<file path="src/include/mpsc_pkg.sv">
// Constants and types shared by the memory power state control block
package mpsc_pkg;

    // Register byte offsets behind the hub register base
    localparam logic [11:0] MPSC_OFF_DLLPD  = 12'hF0C;
    localparam logic [11:0] MPSC_OFF_POWER_MANAGEMENT_CONFIGURATION  = 12'hF10;
    localparam logic [11:0] MPSC_OFF_SRSTAT = 12'hF14;

    // Reset values
    localparam logic [15:0] MPSC_RST_DLLPD  = 16'h0000;
    localparam logic [31:0] MPSC_RST_POWER_MANAGEMENT_CONFIGURATION  = 32'h00000000;
    localparam logic [1:0]  MPSC_RST_SRSTAT = 2'h0;

    // Writable bits; everything else reads as zero
    localparam logic [15:0] MPSC_WMASK_DLLPD = 16'h607F;
    localparam logic [31:0] MPSC_WMASK_POWER_MANAGEMENT_CONFIGURATION = 32'hC000001F;

    // Master DLL power-down C-state dependency field
    localparam int          MPSC_DEP_LSB   = 4;
    localparam int          MPSC_DEP_MSB   = 6;
    localparam logic [2:0]  MPSC_DEP_NEVER = 3'h0;
    localparam logic [2:0]  MPSC_DEP_C3C4  = 3'h6;

    // Power management configuration fields
    localparam int          MPSC_EN_BIT    = 4;
    localparam int          MPSC_SNOOP_BIT = 3;
    localparam int          MPSC_MODE_LSB  = 0;
    localparam int          MPSC_MODE_MSB  = 1;
    localparam logic [1:0]  MPSC_MODE_ALL  = 2'h0;
    localparam logic [1:0]  MPSC_MODE_C2   = 2'h1;
    localparam logic [1:0]  MPSC_MODE_C3   = 2'h2;

    // Processor C-state codes
    localparam logic [2:0]  MPSC_C0 = 3'h0;
    localparam logic [2:0]  MPSC_C2 = 3'h2;
    localparam logic [2:0]  MPSC_C3 = 3'h3;
    localparam logic [2:0]  MPSC_C4 = 3'h4;

    // Number of DRAM channels
    localparam int          MPSC_NCH = 2;

    // Request channel toward the I/O hub
    typedef enum logic [0:0] {
        MPSC_REQ_IDLE,
        MPSC_REQ_SEND
    } mpsc_req_state_t;

endpackage

</file>
<file path="src/rtl/mpsc_sync.sv">
// Two-flop synchroniser for a level from outside the clock domain
`timescale 1ns/100ps
module mpsc_sync (
    input  wire logic clk_sys_i,
    input  wire logic async_i,
    output logic      sync_o
);
    logic meta_reg;
    logic sync_reg;

    // No reset: power-good must pass even while warm reset is held
    always_ff @(posedge clk_sys_i) begin
        meta_reg <= async_i;
        sync_reg <= meta_reg;
    end

    assign sync_o = sync_reg;
endmodule

</file>
<file path="src/rtl/mpsc_sr_bit.sv">
// One self-refresh status bit, reset only by loss of power-good; also cleared by hardware exit or software write
`timescale 1ns/100ps
module mpsc_sr_bit (
    input  wire logic clk_sys_i,
    input  wire logic pg_i,
    input  wire logic set_i,
    input  wire logic hw_clr_i,
    input  wire logic sw_clr_i,
    output logic      bit_o
);
    logic bit_reg;
    logic bit_next;

    // Set wins over both clears so an entry is never lost
    assign bit_next = set_i ? 1'b1 : ((hw_clr_i | sw_clr_i) ? 1'b0 : bit_reg);

    // Warm reset does not reach this flop
    always_ff @(posedge clk_sys_i) begin
        if (!pg_i) begin
            bit_reg <= mpsc_pkg::MPSC_RST_SRSTAT[0];
        end else begin
            bit_reg <= bit_next;
        end
    end

    assign bit_o = bit_reg;
endmodule

</file>
<file path="src/rtl/mpsc_top.sv">
// Memory power state control: DLL gating, PM config and self-refresh status
`timescale 1ns/100ps
module mpsc_top (
    input  wire logic        clk_sys_i,
    input  wire logic        rst_i,
    input  wire logic        pwr_good_i,
    input  wire logic [11:0] reg_addr_i,
    input  wire logic        reg_wr_i,
    input  wire logic        reg_rd_i,
    input  wire logic [31:0] reg_wdata_i,
    output logic      [31:0] reg_rdata_o,
    output logic             reg_rvalid_o,
    input  wire logic [2:0]  cpu_cstate_i,
    input  wire logic        dll_cond_ok_i,
    output logic             dll_pd_allow_o,
    input  wire logic        snoop_i,
    input  wire logic        pm_req_valid_i,
    input  wire logic [2:0]  pm_req_cstate_i,
    output logic             hub_req_valid_o,
    output logic      [2:0]  hub_req_cstate_o,
    input  wire logic        hub_req_ack_i,
    input  wire logic [1:0]  sr_entered_i,
    input  wire logic [1:0]  sr_exit_req_i,
    output logic      [1:0]  sr_exit_go_o,
    output logic      [1:0]  sr_status_o
);

    logic                    pg_sync;
    logic                    cold_rst;
    logic [15:0]             dllpd_reg;
    logic [15:0]             dllpd_next;
    logic [31:0]             power_management_configuration_reg;
    logic [31:0]             power_management_configuration_next;
    wire  [1:0]              srstat;
    wire  [1:0]              sw_clr;
    wire  [1:0]              hw_clr;
    logic [1:0]              exit_go_reg;
    logic [31:0]             rdata_reg;
    logic [31:0]             rdata_next;
    logic                    rvalid_reg;
    logic                    dll_allow_reg;
    logic                    dll_allow_next;
    mpsc_pkg::mpsc_req_state_t state_reg;
    mpsc_pkg::mpsc_req_state_t state_next;
    logic                    snoop_pend_reg;
    logic                    snoop_pend_next;
    logic                    req_valid_reg;
    logic [2:0]              req_cstate_reg;
    logic [2:0]              req_cstate_next;

    wire  [2:0]  dep_field;
    wire         enh_en;
    wire         snoop_c0;
    wire  [1:0]  mode_field;
    wire         hit_dllpd;
    wire         hit_power_management_configuration;
    wire         hit_srstat;
    wire         wr_dllpd;
    wire         wr_power_management_configuration;
    wire         wr_srstat;
    wire         cstate_deep;
    wire         dep_ok;
    wire  [2:0]  snoop_code;
    wire  [2:0]  limit_code;
    wire  [2:0]  clamp_code;
    wire         idle;
    wire         load_snoop;
    wire         load_pm;

    // Power-good arrives from a pin
    mpsc_sync u_pg_sync (
        .clk_sys_i (clk_sys_i),
        .async_i   (pwr_good_i),
        .sync_o    (pg_sync)
    );

    // Control registers also fall back on loss of power
    assign cold_rst = rst_i | ~pg_sync;

    // Address decode
    assign hit_dllpd  = (reg_addr_i == mpsc_pkg::MPSC_OFF_DLLPD);
    assign hit_power_management_configuration  = (reg_addr_i == mpsc_pkg::MPSC_OFF_POWER_MANAGEMENT_CONFIGURATION);
    assign hit_srstat = (reg_addr_i == mpsc_pkg::MPSC_OFF_SRSTAT);
    assign wr_dllpd   = reg_wr_i & hit_dllpd;
    assign wr_power_management_configuration   = reg_wr_i & hit_power_management_configuration;
    assign wr_srstat  = reg_wr_i & hit_srstat;

    // Field extraction
    assign dep_field  = dllpd_reg[mpsc_pkg::MPSC_DEP_MSB:mpsc_pkg::MPSC_DEP_LSB];
    assign enh_en     = power_management_configuration_reg[mpsc_pkg::MPSC_EN_BIT];
    assign snoop_c0   = power_management_configuration_reg[mpsc_pkg::MPSC_SNOOP_BIT];
    assign mode_field = power_management_configuration_reg[mpsc_pkg::MPSC_MODE_MSB:mpsc_pkg::MPSC_MODE_LSB];

    // Register next values; reserved read-only bits stay zero
    assign dllpd_next = wr_dllpd ? (reg_wdata_i[15:0] & mpsc_pkg::MPSC_WMASK_DLLPD) : dllpd_reg;
    assign power_management_configuration_next = wr_power_management_configuration ? (reg_wdata_i & mpsc_pkg::MPSC_WMASK_POWER_MANAGEMENT_CONFIGURATION) : power_management_configuration_reg;

    // Configuration storage
    always_ff @(posedge clk_sys_i) begin
        if (cold_rst) begin
            dllpd_reg <= mpsc_pkg::MPSC_RST_DLLPD;
            power_management_configuration_reg <= mpsc_pkg::MPSC_RST_POWER_MANAGEMENT_CONFIGURATION;
        end else begin
            dllpd_reg <= dllpd_next;
            power_management_configuration_reg <= power_management_configuration_next;
        end
    end

    // DLL power-down gate: only code 110 with the CPU in C3 or C4
    assign cstate_deep    = (cpu_cstate_i == mpsc_pkg::MPSC_C3) | (cpu_cstate_i == mpsc_pkg::MPSC_C4);
    assign dep_ok         = (dep_field == mpsc_pkg::MPSC_DEP_C3C4) & cstate_deep;
    assign dll_allow_next = dep_ok & dll_cond_ok_i;

    always_ff @(posedge clk_sys_i) begin
        if (rst_i) begin
            dll_allow_reg <= 1'b0;
        end else begin
            dll_allow_reg <= dll_allow_next;
        end
    end

    // Snoop maps to C2 normally, C0 when the behaviour bit is set
    assign snoop_code = snoop_c0 ? mpsc_pkg::MPSC_C0 : mpsc_pkg::MPSC_C2;

    // Deepest state the mode allows; reserved 11 treated as no limit
    assign limit_code = (mode_field == mpsc_pkg::MPSC_MODE_C2) ? mpsc_pkg::MPSC_C2 :
                        (mode_field == mpsc_pkg::MPSC_MODE_C3) ? mpsc_pkg::MPSC_C3 :
                        mpsc_pkg::MPSC_C4;

    // Legacy mode passes requests unchanged
    assign clamp_code = (enh_en && (pm_req_cstate_i > limit_code)) ? limit_code : pm_req_cstate_i;

    // A pending snoop goes first so the hub is woken quickly
    assign idle       = (state_reg == mpsc_pkg::MPSC_REQ_IDLE);
    assign load_snoop = idle & snoop_pend_reg;
    assign load_pm    = idle & ~snoop_pend_reg & pm_req_valid_i;

    // Snoops are only reported in enhanced mode; held until served
    assign snoop_pend_next = (snoop_i & enh_en) | (snoop_pend_reg & ~load_snoop);

    // Request channel state machine
    always_comb begin
        state_next      = state_reg;
        req_cstate_next = req_cstate_reg;
        case (state_reg)
            mpsc_pkg::MPSC_REQ_IDLE: begin
                if (load_snoop) begin
                    req_cstate_next = snoop_code;
                    state_next      = mpsc_pkg::MPSC_REQ_SEND;
                end else if (load_pm) begin
                    req_cstate_next = clamp_code;
                    state_next      = mpsc_pkg::MPSC_REQ_SEND;
                end
            end
            mpsc_pkg::MPSC_REQ_SEND: begin
                if (hub_req_ack_i) begin
                    state_next = mpsc_pkg::MPSC_REQ_IDLE;
                end
            end
            default: begin
                state_next = mpsc_pkg::MPSC_REQ_IDLE;
            end
        endcase
    end

    always_ff @(posedge clk_sys_i) begin
        if (rst_i) begin
            state_reg      <= mpsc_pkg::MPSC_REQ_IDLE;
            snoop_pend_reg <= 1'b0;
            req_valid_reg  <= 1'b0;
            req_cstate_reg <= mpsc_pkg::MPSC_C0;
        end else begin
            state_reg      <= state_next;
            snoop_pend_reg <= snoop_pend_next;
            req_valid_reg  <= (state_next == mpsc_pkg::MPSC_REQ_SEND);
            req_cstate_reg <= req_cstate_next;
        end
    end

    // Per-channel self-refresh status
    generate
        for (genvar ch = 0; ch < mpsc_pkg::MPSC_NCH; ch++) begin : g_ch
            assign sw_clr[ch] = wr_srstat & reg_wdata_i[ch];
            assign hw_clr[ch] = sr_exit_req_i[ch];

            mpsc_sr_bit u_bit (
                .clk_sys_i (clk_sys_i),
                .pg_i      (pg_sync),
                .set_i     (sr_entered_i[ch]),
                .hw_clr_i  (hw_clr[ch]),
                .sw_clr_i  (sw_clr[ch]),
                .bit_o     (srstat[ch])
            );
        end
    endgenerate

    // Exit go follows the clear so the bit is already low at exit start
    always_ff @(posedge clk_sys_i) begin
        if (rst_i) begin
            exit_go_reg <= 2'h0;
        end else begin
            exit_go_reg <= sr_exit_req_i;
        end
    end

    // Read mux; unmapped addresses read zero
    assign rdata_next = hit_dllpd  ? {16'h0000, dllpd_reg} :
                        hit_power_management_configuration  ? power_management_configuration_reg :
                        hit_srstat ? {30'h0, srstat} :
                        32'h00000000;

    always_ff @(posedge clk_sys_i) begin
        if (rst_i) begin
            rdata_reg  <= 32'h00000000;
            rvalid_reg <= 1'b0;
        end else begin
            rdata_reg  <= reg_rd_i ? rdata_next : rdata_reg;
            rvalid_reg <= reg_rd_i;
        end
    end

    assign reg_rdata_o      = rdata_reg;
    assign reg_rvalid_o     = rvalid_reg;
    assign dll_pd_allow_o   = dll_allow_reg;
    assign hub_req_valid_o  = req_valid_reg;
    assign hub_req_cstate_o = req_cstate_reg;
    assign sr_exit_go_o     = exit_go_reg;
    assign sr_status_o      = srstat;

    // Checks on the outputs this block drives
    property p_dll_never;
        @(posedge clk_sys_i) disable iff (rst_i)
        (dep_field != mpsc_pkg::MPSC_DEP_C3C4) |=> !dll_pd_allow_o;
    endproperty
    a_dll_never: assert property (p_dll_never) else $error("DLL power-down allowed with forbidding code");

    property p_dll_allow;
        @(posedge clk_sys_i) disable iff (rst_i)
        (dep_field == mpsc_pkg::MPSC_DEP_C3C4) && dll_cond_ok_i &&
        (cpu_cstate_i == mpsc_pkg::MPSC_C4) |=> dll_pd_allow_o;
    endproperty
    a_dll_allow: assert property (p_dll_allow) else $error("DLL power-down not allowed in C4");

    property p_dll_cond;
        @(posedge clk_sys_i) disable iff (rst_i)
        !dll_cond_ok_i |=> !dll_pd_allow_o;
    endproperty
    a_dll_cond: assert property (p_dll_cond) else $error("DLL power-down without other conditions");

    property p_legacy_no_snoop;
        @(posedge clk_sys_i) disable iff (rst_i)
        idle && !snoop_pend_reg && !enh_en && !pm_req_valid_i |=> !hub_req_valid_o && !snoop_pend_reg;
    endproperty
    a_legacy_no_snoop: assert property (p_legacy_no_snoop) else $error("Hub request in legacy idle");

    property p_snoop_code;
        @(posedge clk_sys_i) disable iff (rst_i)
        load_snoop |=> hub_req_valid_o && (hub_req_cstate_o == ($past(snoop_c0) ? 3'h0 : 3'h2));
    endproperty
    a_snoop_code: assert property (p_snoop_code) else $error("Wrong snoop C-state request");

    property p_mode_c2;
        @(posedge clk_sys_i) disable iff (rst_i)
        load_pm && enh_en && (mode_field == mpsc_pkg::MPSC_MODE_C2) |=> hub_req_cstate_o <= 3'h2;
    endproperty
    a_mode_c2: assert property (p_mode_c2) else $error("Request deeper than C2");

    property p_legacy_pass;
        @(posedge clk_sys_i) disable iff (rst_i)
        load_pm && !enh_en |=> hub_req_cstate_o == $past(pm_req_cstate_i);
    endproperty
    a_legacy_pass: assert property (p_legacy_pass) else $error("Legacy request altered");

    property p_pg_clear;
        @(posedge clk_sys_i) !pg_sync |=> (sr_status_o == 2'h0);
    endproperty
    a_pg_clear: assert property (p_pg_clear) else $error("Status not cleared by power-good");

    property p_warm_keep;
        @(posedge clk_sys_i) rst_i && pg_sync && (sr_entered_i == 2'h0) &&
        (sr_exit_req_i == 2'h0) && !wr_srstat |=> $stable(sr_status_o);
    endproperty
    a_warm_keep: assert property (p_warm_keep) else $error("Warm reset changed status");

    property p_set0;
        @(posedge clk_sys_i) pg_sync && sr_entered_i[0] |=> sr_status_o[0];
    endproperty
    a_set0: assert property (p_set0) else $error("Channel 0 status not set");

    property p_set1;
        @(posedge clk_sys_i) pg_sync && sr_entered_i[1] |=> sr_status_o[1];
    endproperty
    a_set1: assert property (p_set1) else $error("Channel 1 status not set");

    property p_exit_order;
        @(posedge clk_sys_i) disable iff (rst_i)
        sr_exit_req_i[0] && !sr_entered_i[0] |=> sr_exit_go_o[0] && !sr_status_o[0];
    endproperty
    a_exit_order: assert property (p_exit_order) else $error("Exit began with status set");

    property p_w1c;
        @(posedge clk_sys_i) wr_srstat && reg_wdata_i[1] && !sr_entered_i[1] |=> !sr_status_o[1];
    endproperty
    a_w1c: assert property (p_w1c) else $error("Write one did not clear status");

    c_dll_allowed: cover property (@(posedge clk_sys_i) disable iff (rst_i) $rose(dll_pd_allow_o));
    c_snoop_req: cover property (@(posedge clk_sys_i) disable iff (rst_i) load_snoop ##1 hub_req_ack_i);
    c_sr_cycle: cover property (@(posedge clk_sys_i) sr_status_o[0] ##1 sr_exit_go_o[0]);
    c_w1c: cover property (@(posedge clk_sys_i) sr_status_o[1] && wr_srstat && reg_wdata_i[1]);

endmodule

</file>
<file path="config.mk">
export PLATFORM = sky130hd
export DESIGN_NAME = mpsc_top
export DESIGN_NICKNAME = d
export VERILOG_FILES = /design/src/include/mpsc_pkg.sv /design/src/rtl/mpsc_sync.sv /design/src/rtl/mpsc_sr_bit.sv /design/src/rtl/mpsc_top.sv
export SDC_FILE = /design/constraint.sdc
export NUM_CORES = 1
export LEC_CHECK = 0
export ABC_AREA = 1
export BUFFER_PORTS_ARGS = -buffer_cell sky130_fd_sc_hd__buf_2
export CAP_MARGIN = 20
export CORE_MARGIN = 8
export CORE_UTILIZATION = 45
export CTS_CLUSTER_SIZE = 16
export DETAILED_ROUTE_END_ITERATION = 12
export PLACE_DENSITY = 0.8
export SYNTH_ARGS = -nofsm -noshare
export SYNTH_HDL_FRONTEND = slang
export SYNTH_SLANG_ARGS = --single-unit
</file>
<file path="constraint.sdc">
create_clock -name clk_sys_i -period 2.2 [get_ports clk_sys_i]
set_input_delay 0.22 -clock clk_sys_i [delete_from_list [all_inputs] [get_ports clk_sys_i]]
set_output_delay 0.22 -clock clk_sys_i [all_outputs]
set_load 0.05 [all_outputs]
</file>
After elaboration in Yosys (flattened, before gate mapping)
Cells that the tools add are included.
- register bits after elaboration: 61
- word-level logic and storage cells: 65
- input port bits: 63
- output and inout port bits: 42
- bitwise gates (word level): 21
- muxes and demuxes: 17
- equality and inequality tests: 8
- reductions and logical operators: 5
- order comparisons: 1
- operators by type and width (cell ; count):
    $mux 32 ; 2
    $eq 12x12->1 const B ; 3
    $mux 3 ; 5
    $and 1x1->1 ; 12
    $mux 1 ; 7
    $eq 3x3->1 const B ; 2
    $reduce_bool 2->1 ; 3
    $or 1x1->1 ; 5
    $mux 2 ; 2
    $not 1->1 ; 4
    $eq 3x2->1 const B ; 1
    $gt 3x3->1 ; 1
    $eq 2x1->1 const B ; 1
    $eq 2x2->1 const B ; 1
    $pmux 1 s2 ; 1
    $reduce_and 2->1 ; 1
    $logic_and 1x1->1 ; 1

Logic depth before layout (Yosys ltp)
Gate-level depths: netlist of the first run.
- depth after elaboration: 8
- depth in mapped cells: 12
- depth with buffers taken out: 12

Cells and area by module
A second synthesis of the first run with hierarchy kept.
- cell total of the unflattened synthesis: 286
- area, all modules: 2039.5 µm²
- modules (own cells, without submodules) (module ; times used ; area each (µm²) ; cells an instance ; seq. area each (µm²)):
    mpsc_top ; 1 ; 1891.8 ; 270 ; 720.7
    mpsc_sr_bit ; 2 ; 53.8 ; 7 ; 20.0
    mpsc_sync ; 1 ; 40.0 ; 2 ; 40.0

Worst setup path after synthesis of the first run
Ideal clock, no wire load.
- path kind: register to register
- from: register power_management_configuration_reg[0]
- to: register req_cstate_reg[1] (netlist: hub_req_cstate_o[1])
- buffers on the path: 0
- cell stages (with the launch flop): 12
- library setup time: 0.071 ns
- clock period less this slack: 1.550 ns
- setup slack: 0.650 ns
- data required time: 2.129 ns
- arrival time: 1.479 ns
- path through: dfxtp_1 inv_1 ha_1 inv_1 ha_1 a21oi_1 nand2_1 nand2_1 nand2_1 nand2_1 nand2_1 a21oi_1
- longest elaborated chain between the ends: 8
- elaborated cells on any way between the ends: 9
- those cells by class: 1 x order compare; 2 x eq/ne; 5 x mux; 1 x reduce/logical
- RTL lines (element ; line ; source):
    start, declared ; mpsc_top.sv:32 ; logic [31:0] power_management_configuration_reg;
    start signal, assigned ; mpsc_top.sv:102 ; power_management_configuration_reg <= mpsc_pkg::MPSC_RST_POWER_MANAGEMENT_CONFIGURATION;
    start signal, assigned ; mpsc_top.sv:105 ; power_management_configuration_reg <= power_management_configuration_next;
    $eq 2x2->1 ; mpsc_top.sv:127 ; (mode_field == mpsc_pkg::MPSC_MODE_C3) ? mpsc_pkg::MPSC_C3 :
    $mux 3 ; mpsc_top.sv:127 ;
    $mux 3 * ; mpsc_top.sv:126 ; assign limit_code = (mode_field == mpsc_pkg::MPSC_MODE_C2) ? mpsc_pkg::MPSC_C2 :
    $gt 3x3->1 ; mpsc_top.sv:131 ; assign clamp_code = (enh_en && (pm_req_cstate_i > limit_code)) ? limit_code : pm_req_cstate_i;
    $logic_and 1x1->1 ; mpsc_top.sv:131 ;
    $mux 3 * ; mpsc_top.sv:131 ;
    $mux 3 * ; mpsc_top.sv:150 ; end else if (load_pm) begin
    $mux 3 * ; mpsc_top.sv:147 ; if (load_snoop) begin
    end signal, assigned ; mpsc_top.sv:171 ; req_cstate_reg <= mpsc_pkg::MPSC_C0;
    end signal, assigned ; mpsc_top.sv:176 ; req_cstate_reg <= req_cstate_next;
    end, declared ; mpsc_top.sv:48 ; logic [2:0] req_cstate_reg;
Every way passes the cells marked *; elsewhere a longest branch is shown, timed or not. The select of a mux whose other input is x is not followed.
A chain may end at the register's enable or synchronous reset.

Worst setup path in the final report of the first run
Ends and elaborated chain as after synthesis.

==> results of run 1 <==
per-layer routing:
layer | vias up | GRT usage, % | part of all wire [%]
li1 | 945 | - | -
met1 | 780 | 14.2 | 42
met2 | 56 | 22.1 | 50
met3 | 6 | 4.79 | 6.2
met4 | 0 | 5.27 | 1.5
met5 | - | 0 | 0
worst max-delay path, stage by stage (launching register included):
cell and delay [ps]:
dfxtp_1 310, inv_1 60, ha_1 290, inv_1 60
ha_1 300, a21oi_1 150, nand2_1 100, nand2_1 110
nand2_1 60, nand2_1 50, nand2_1 50, a21oi_1 110
report_power, final:
| group | switching [µW] | leakage, µW | internal [µW] |
|---|---|---|---|
| Combinational | 221 | 0.000855 | 65.0 |
| Clock | 238 | 0.0000503 | 279 |
| Sequential | 8.44 | 0.000327 | 744 |
| Total | 468 | 0.00123 | 1090 |
stage by stage:
| stage | hold slack, ps | utilization (%) | power, µW | setup WS [ps] | instances |
|---|---|---|---|---|---|
| 6_report | 27.4 | 54.7 | 1560 | 502 | 390 |
| 5_1_grt | 24.3 | 54.7 | 1620 | 339 | 390 |
| 4_1_cts | 19.3 | 54.7 | 1570 | 495 | 390 |
| 3_5_place_dp | 314 | 52.4 | 1060 | 515 | 383 |
| 3_3_place_gp | 311 | 52.4 | 1050 | 581 | 383 |
| 2_1_floorplan | 248 | - | 1010 | 650 | 297 |
worst paths after layout:
kind                                                           start  slack (ps)                                to  cells after the start
setup / recovery  power_management_configuration_reg[0]$_SDFFE_PP0P_         500  hub_req_cstate_o[1]$_SDFFE_PP0P_                     11
setup reg to reg  power_management_configuration_reg[0]$_SDFFE_PP0P_         500  hub_req_cstate_o[1]$_SDFFE_PP0P_                     11
hold / removal                                            pwr_good_i          30        u_pg_sync.meta_reg$_DFF_P_                      1
hold reg to reg                           u_pg_sync.meta_reg$_DFF_P_         330          u_pg_sync.sync_o$_DFF_P_                      0
cells by family after synthesis:
group	count (synthesis)	synth area share, %
AO/OA/AOI/OAI	44	11.9
adder cells (fa/ha/maj)	4	2.49
buffers and inverters	67	16.9
flip-flops	40	39.8
other	1	0.187
AND/OR/NAND/NOR	121	28.7
cells in the final DEF, fill, tap and decap left out, types with 3 or more instances in the layout:
cell	instances
a21oi_1	25
buf_2	62
clkbuf_8	7
conb_1	21
dfxtp_1	40
ha_1	4
inv_1	36
inv_2	3
nand2_1	54
nand2_2	3
nand3_1	18
nor2_1	32
nor2_4	3
o21ai_0	12
o21bai_1	4
Yosys cell counts:
cell type  instances
nand2_1           54
dfxtp_1           40
inv_1             36
nor2_1            32
a21oi_1           25
buf_4             23
nand3_1           18
o21ai_0           12
ha_1               4
o21bai_1           4
clkbuf_1           3
inv_2              3
nand2_2            3
nor2_4             3
buf_2              2
nand2_4            2
nand4_1            2
nor2_8             2
o31ai_1            2
a32oi_1            1
conb_1             1
nand3_2            1
nand3b_1           1
nor2b_1            1
nor4_1             1
or2_2              1
cell type report:
class / count / share of cell area, %
Multi-Input combinational cell: 190 / 40.0
Sequential cell: 40 / 33.9
Timing Repair Buffer: 62 / 13.1
Inverter: 39 / 6.19
Clock buffer: 7 / 4.08
Tap cell: 52 / 2.75
==> flow_summary.toml, run 1 <==
[critical_path]
worstPathRequired_ps = 2430
cp.arrival_ps = 1930
path_max_fanout = 3
setup.worst_path.start_class = "flip-flop"
critPathKind = "reg2reg"
end_kind = "flip-flop"

[power]
power_density_nw_per_um2 = 658
peakVddDrop_uv = 396
leakagePower_uw = 0.00123

[die]
rows = 24
die_w_um = 82.8
core_um2 = 4320
initial_core_util_pct = 46.5
io_pins = 105
die-area_um2 = 6860
die-height_um = 82.8

[clocking]
cts.clk_slew.worst_paths_ps = 70
cts-root-buf = "clkbuf_8"
cts_buffers = 5
clock-sinks = 40
cts_setup_buffers = 0
holdBufCountCts = 0
cts_resized = 0
cts.htree.levels = 2
clockBufferDepth = 2
clk_latency_ps = 290
tritoncts = "done"

[logic_synthesis]
synth_top_cell_area_share_pct = 39.8
yosysSeqAreaShare_pct = 39.8
syn_avg_cell_area_um2 = 7.26
ys_seq_elements = 40
syn-cell-area_um2 = 2010
synth_top_area_cell = "dfxtp_1"
synth.distinct_cells = 26
yosys_warnings = 0
yosys-top-cells-area = "dfxtp_1 40%, nand2_1 10%, buf_4 8.6%, inv_1 6.7%, a21oi_1 6.2%"
netlist_instances = 277

[global_route]
first_global_vias = 1759
gr-total-overflow = 0
antenna_found_initial = 0
grt_max_degree = 20
grt_use_total_pct = 13.0
grt_pass1_wl_um = 7620

[detailed_routing]
vias = 1787
routed_via_density = 4.58
first_pass_iters = 4
initialDrtViolationCount = 73
ant_nets = 0
drt-total-wl_um = 4610
drc = 0
wl_per_cell_um = 11.8

[cells_and_area]
syn_to_final_growth_pct = 17.5
multi_input_area_um2 = 945
nets = 405
largest_reg_flops = 11
antenna-diode-count = 0
fin_area_um2 = 2360
fill_cells = 449
regArea_um2 = 801
drive_gt1_share_pct = 24.9

[sta]
fmax_ghz = 0.589
setup_viol = 0
finalSetupTns_ps = 0
fin_skew_ps = 3.47
slew_viol_final = 0
period_needed_ps = 1700
hold_violations = 0
rsz0062_at_grt = "false"
fin_crit_sh_pct = 77.2

[run_status]
status = "finished clean"

[hold_path]
hold_path.class = "in2reg"

[place]
post-dp-hpwl_um = 3730
routabilityCongestion = 0.793
port_buffers = 62
dpl_cell_area_um2 = 2270

[job]
cap_violations = 0
No activity file was read; power rests on OpenSTA's default activity.
==> inputs of run 2 (changes only) <==
Settings changed: ABC_AREA 1 to 0, CORE_UTILIZATION 45 to 44, PLACE_DENSITY 0.8 to 0.79.
Clock period 2.2 ns to 1.8 ns, I/O delays scaled along.
==> run 2 against run 1 <==
Effect of this change:
- the flow now finishes with violations (negative setup slack)
- fmax down 7.0%
- first-iteration DRC count down 26%
- power up 33%
- setup slack worse by 530 ps
- highest routed layer unchanged
==> flow_summary.toml, run 2 <==
[run_status]
status = "finished, violations left"
violations = "negative setup slack"

[clocking]
cts_buffers = 5
clk_latency_ps = 290
clock-sinks = 40
tritoncts = "done"
clockBufferDepth = 2
cts-root-buf = "clkbuf_8"
cts_setup_buffers = 0
cts.htree.levels = 2
cts.clk_slew.worst_paths_ps = 70

[global_route]
grt_use_total_pct = 13.4
gr-total-overflow = 0
antenna_found_initial = 0
grt_pass1_wl_um = 7100
grt_max_degree = 24
first_global_vias = 1601

[cells_and_area]
fin_util_pct = 56.3
syn_to_final_growth_pct = 25.3
nets = 340
largest_reg_flops = 11
layout_commonest_cell = "buf_2"
fin_cells = 325
fin_area_um2 = 2400
antenna-diode-count = 0
fill_cells = 405
drive_gt1_share_pct = 33.7
layout_common_cells = "62 x buf_2, 38 x dfxtp_1, 25 x nor2_1, 21 x conb_1, 19 x mux2i_1"

[die]
die_w_um = 82.0
initial_core_util_pct = 45.0
core_um2 = 4260
die-area_um2 = 6720
die-height_um = 82.0
rows = 24
io_pins = 105

[sta]
fmax_ghz = 0.548
finalSetupTns_ps = -47.9
fin_skew_ps = 3.68
hold_violations = 0
fin_crit_sh_pct = 101
setup_viol = 2
slew_viol_final = 0
setup_ws_ps = -26.3
rsz0062_at_grt = "true"
period_needed_ps = 1830

[critical_path]
setup.worst_path.start_class = "flip-flop"
critPathKind = "reg2reg"
cp.arrival_ps = 2010
max_stage_delay_ps = 340
path_max_fanout = 3
end_kind = "flip-flop"
crit_chain = "inv_2 -> ha_4 -> inv_2 -> ha_4 -> a21o_1 -> o211ai_1 -> buf_4 -> mux2i_1 -> o2bb2ai_1"
slowest_stage = "dfxtp_2"
worstPathRequired_ps = 1980

[power]
power_density_nw_per_um2 = 859
leakagePower_uw = 0.00103
peakVddDrop_uv = 640

[logic_synthesis]
synth_top_cell_area_share_pct = 41.8
ys_seq_elements = 40
netlist_instances = 204
yosys_warnings = 0
synth.area.mux_share_pct = 9.92
synth_top_area_cell = "dfxtp_1"
yosysSeqAreaShare_pct = 41.8
yosys.area_share.simple_pct = 23.0
synth_most_common_cell = "dfxtp_1"
synth.distinct_cells = 38
synth_edf_count = 0
syn_avg_cell_area_um2 = 9.40
synth_compound_area_share_pct = 10.5
ys.flop_type = "dfxtp_1"
async_reset_ff_share_pct = 0
synth_top_family_by_area = "simple AND/OR/NAND/NOR gates"
yosys.area_share.xor_xnor_pct = 0
yosys-top-cells-area = "dfxtp_1 42%, mux2i_1 9.9%, buf_4 9.4%, nor2_1 4.9%, ha_1 2.6%"
syn-cell-area_um2 = 1920
synth_common_cells = "40 x dfxtp_1, 25 x nor2_1, 24 x buf_4"
synth_fa_ha_area_share_pct = 2.61

[detailed_routing]
wl_per_cell_um = 13.6
met2WireLength_um = 2190
drt-total-wl_um = 4420
vias = 1594
top_layer = "met4"
drc = 0
wl_met1_um = 1750
first_pass_iters = 4
initialDrtViolationCount = 54
ant_nets = 0
wl_met3_um = 431
routed_via_density = 4.90

[place]
dp_slack_ps = -50.3
port_buffers = 62
post-dp-hpwl_um = 3440
post-place-cells = 317
routabilityCongestion = 0.712
dpl_cell_area_um2 = 2260

[hold_path]
hold_path.class = "in2reg"

[job]
cap_violations = 0
-- run 2: cell count changes after synthesis, moves of 4 or more --
cell      previous run  this run
nand2b_1             0         8
o21ai_0             12         1
a311oi_1             0         5
nor2_1              32        25
o21bai_1             4         0
nand2_1             54         8
nand3_1             18         9
mux2i_1              0        19
a21oi_1             25         7
inv_1               36         6
nor2b_1              1         7
-- run 2: layout make-up --
class                           count  area (µm²)  area share, %
Multi-Input combinational cell    147         986           41.1
Sequential cell                    40         803           33.5
Timing Repair Buffer               73         395           16.5
Clock buffer                        5        68.8           2.87
Tap cell                           52        65.1           2.71
Clock inverter                      2        60.1           2.50
Inverter                            6        22.5          0.938
-- run 2: cell families after synthesis --
group | count (synthesis)
buffers and inverters | 37
adders and majority gates | 4
and+or+nand+nor | 74
other | 1
muxes | 19
DFF | 40
AOI/OAI and AO/OA | 29
-- run 2: report_power, final --
| part | total, µW | internal [µW] | switching [µW] |
|---|---|---|---|
| clock network | 842 | 545 | 297 |
| registers | 913 | 903 | 10.5 |
| logic | 306 | 79.1 | 227 |
-- run 2: repair_timing --
action	CTS	global route
endpoints found under the setup margin	2	3
pin swaps	1	2
hold buffers	1	0
gates resized for setup	2	0
hold endpoints to repair	1	0
-- run 2: path summary, 6_finish.rpt --
path / cells past startpoint / slack (ps) / endpoint / from
worst max-delay path: 9 / -30 / hub_req_cstate_o[0]$_SDFFE_PP0P_ / power_management_configuration_reg[0]$_SDFFE_PP0P_
worst min-delay path: 2 / 70 / hub_req_valid_o$_SDFF_PP0_ / hub_req_ack_i
worst max register to register: 9 / -30 / hub_req_cstate_o[0]$_SDFFE_PP0P_ / power_management_configuration_reg[0]$_SDFFE_PP0P_
worst min register to register: 0 / 330 / u_pg_sync.sync_o$_DFF_P_ / u_pg_sync.meta_reg$_DFF_P_
-- run 2: through the flow --
| stage | total power (µW) | hold slack, ps |
|---|---|---|
| after floorplan | 1190 | 208 |
| after global placement | 1230 | 283 |
| after detailed placement | 1240 | 285 |
| after CTS | 2090 | 57.6 |
| after global routing | 2160 | 52.0 |
| final | 2060 | 66.6 |
-- run 2: layer usage --
layer | track usage, % | vias up
met4 | 4.74 | 0
met1 | 14.4 | 731
met2 | 23.0 | 46
met5 | 0 | -
li1 | - | 811
met3 | 5.91 | 6
-- run 2: critical path, delay by kind of cell (launching register included) --
family | cells | cell delay (ps)
fa+ha+maj | 2 | 480
compound gates | 3 | 460
flops | 1 | 340
buf+inv | 3 | 260
mux | 1 | 170
==> inputs of run 3 (changes only) <==
--- a/config.mk
+++ b/config.mk
@@ -13,4 +13,5 @@
 export CTS_CLUSTER_SIZE = 16
 export DETAILED_ROUTE_END_ITERATION = 12
+export MAX_ROUTING_LAYER = met4
 export PLACE_DENSITY = 0.79
 export SYNTH_ARGS = -nofsm -noshare
==> constraint.sdc (replaced) <==
create_clock -name clk_sys_i -period 1.8 [get_ports clk_sys_i]
set_input_delay 0.18 -clock clk_sys_i [delete_from_list [all_inputs] [get_ports clk_sys_i]]
set_output_delay 0.18 -clock clk_sys_i [all_outputs]
set_load 0.005 [all_outputs]
==> run 3 against run 2 <==
Effect of this change:
- via count is the same
- the run still ends with negative setup slack left
- wire length rose by 0.14%
- final cell count stayed put
- power decreased by 6.7%
- clock power about the same
- highest routed layer unchanged
- critical path type unchanged
- sequential power about the same
- worst hold slack got worse by 1.2 ps
- global-route usage increased by 0.41 points
- register-to-register slack is essentially flat
- sequential share of layout area did not move
- first-iteration DRC count shrank 1.9%
- design area did not move
==> flow_summary.toml, run 3 (synthesized netlist as in run 2, its figures left out) <==
[run_status]
status = "finished, violations left"
violations = "negative setup slack"

[cells_and_area]
drive_gt1_share_pct = 33.7
largest_reg_flops = 11
layout_commonest_cell = "buf_2"
antenna-diode-count = 0
layout_common_cells = "62 x buf_2, 38 x dfxtp_1, 25 x nor2_1, 21 x conb_1, 19 x mux2i_1"
syn_to_final_growth_pct = 25.3
fin_cells = 325
nets = 340

[detailed_routing]
first_pass_iters = 4
drc = 0
drt-total-wl_um = 4430
ant_nets = 0
routed_via_density = 4.90
wl_per_cell_um = 13.6
initialDrtViolationCount = 53
vias = 1594

[critical_path]
path_max_fanout = 3
cp.arrival_ps = 2010
crit_chain = "inv_2 -> ha_4 -> inv_2 -> ha_4 -> a21o_1 -> o211ai_1 -> buf_4 -> mux2i_1 -> o2bb2ai_1"
setup.worst_path.start_class = "flip-flop"
max_stage_delay_ps = 340
critPathKind = "reg2reg"
end_kind = "flip-flop"
worstPathRequired_ps = 1980
slowest_stage = "dfxtp_2"
rrSetupSlack_ps = -30

[power]
peakVddDrop_uv = 609
seqPwrFrac_pct = 47.5
power_density_nw_per_um2 = 801
intPower_uw = 1530
switching_share_pct = 20.6
leakagePower_uw = 0.00103
p_clk_share_pct = 43.8
p_comb_share_pct = 8.7
power_switching_uw = 397

[clocking]
cts_setup_buffers = 0
clk_latency_ps = 290
cts.htree.levels = 2
clock-sinks = 40
cts.clk_slew.worst_paths_ps = 70
tritoncts = "done"
cts_buffers = 5
clockBufferDepth = 2
cts-root-buf = "clkbuf_8"

[sta]
period_needed_ps = 1830
setup_ws_ps = -26.2
hold_violations = 0
slew_viol_final = 0
fin_crit_sh_pct = 101
setup_viol = 2
fmax_ghz = 0.548
rsz0062_at_grt = "true"
fin_skew_ps = 3.64

[die]
die-area_um2 = 6720
rows = 24
io_pins = 105
die_w_um = 82.0
initial_core_util_pct = 45.0
die-height_um = 82.0
core_um2 = 4260

[place]
routabilityCongestion = 0.721
port_buffers = 62
dp_slack_ps = -50.3
post-dp-hpwl_um = 3440
post-place-cells = 317

[global_route]
first_global_vias = 1601
grt_use_total_pct = 13.8
antenna_found_initial = 0
grt_max_degree = 24
grt_pass1_wl_um = 7100
gr-total-overflow = 0

[job]
cap_violations = 0

[hold_path]
hold_path.class = "in2reg"
-- run 3: cell counts in the layout (fill, tap and decap cells not counted) --
Identical to the previous run, type by type.
-- run 3: path summary, 6_finish.rpt --
| kind | depth (start not counted) | start | to |
|---|---|---|---|
| setup / recovery | 9 | power_management_configuration_reg[0]$_SDFFE_PP0P_ | hub_req_cstate_o[0]$_SDFFE_PP0P_ |
| hold / removal | 2 | hub_req_ack_i | hub_req_valid_o$_SDFF_PP0_ |
| setup reg to reg | 9 | power_management_configuration_reg[0]$_SDFFE_PP0P_ | hub_req_cstate_o[0]$_SDFFE_PP0P_ |
| hold reg to reg | 0 | u_pg_sync.meta_reg$_DFF_P_ | u_pg_sync.sync_o$_DFF_P_ |
-- run 3: metal layers --
| metal | vias to the layer above | wire [µm] | track usage [%] |
|---|---|---|---|
| li1 | 811 | - | - |
| met1 | 731 | 1800 | 14.8 |
| met2 | 46 | 2190 | 23.0 |
| met3 | 6 | 381 | 5.14 |
| met4 | 0 | 53 | 4.74 |
| met5 | - | 0 | - |
-- run 3: per-stage QoR --
stage	util, %	hold slack, ps	area [µm²]	power (µW)	TNS, ps
final	56.3	65.4	2400	1920	-51.2
after global routing	56.3	52.0	2400	2020	-269
after CTS	56.3	57.6	2400	1950	-77.8
after detailed placement	53.0	285	2260	1100	-90.7
after global placement	53.0	283	2260	1100	-33.6
after floorplan	-	208	2020	1050	0
-- run 3: timing repair --
item                                    in CTS  in global routing
hold buffers                                 1                  0
endpoints found under the setup margin       2                  3
pin swaps                                    1                  2
hold endpoints to repair                     1                  0
gates resized for setup                      2                  0
-- run 3: area by class of cell --
class	instances	area (µm²)
Clock buffer	5	68.8
Clock inverter	2	60.1
Fill cell	405	1860
Inverter	6	22.5
Multi-Input combinational cell	147	986
Sequential cell	40	803
Tap cell	52	65.1
Timing Repair Buffer	73	395
-- run 3: worst max-delay path, delay by kind of cell (launching register included) --
family / cells / cell delay [ps]
adder cells (fa/ha/maj): 2 / 480
flip-flops: 1 / 340
buffers and inverters: 3 / 260
AO/OA/AOI/OAI: 3 / 460
multiplexers: 1 / 170
-- run 3: power groups by stage --
stage	Combinational, µW	Clock (µW)	Sequential, µW
global placement	162	0	933
CTS	168	867	913
detailed placement	165	0	934
global route	188	913	916
floorplan	115	0	934
finish	167	843	913
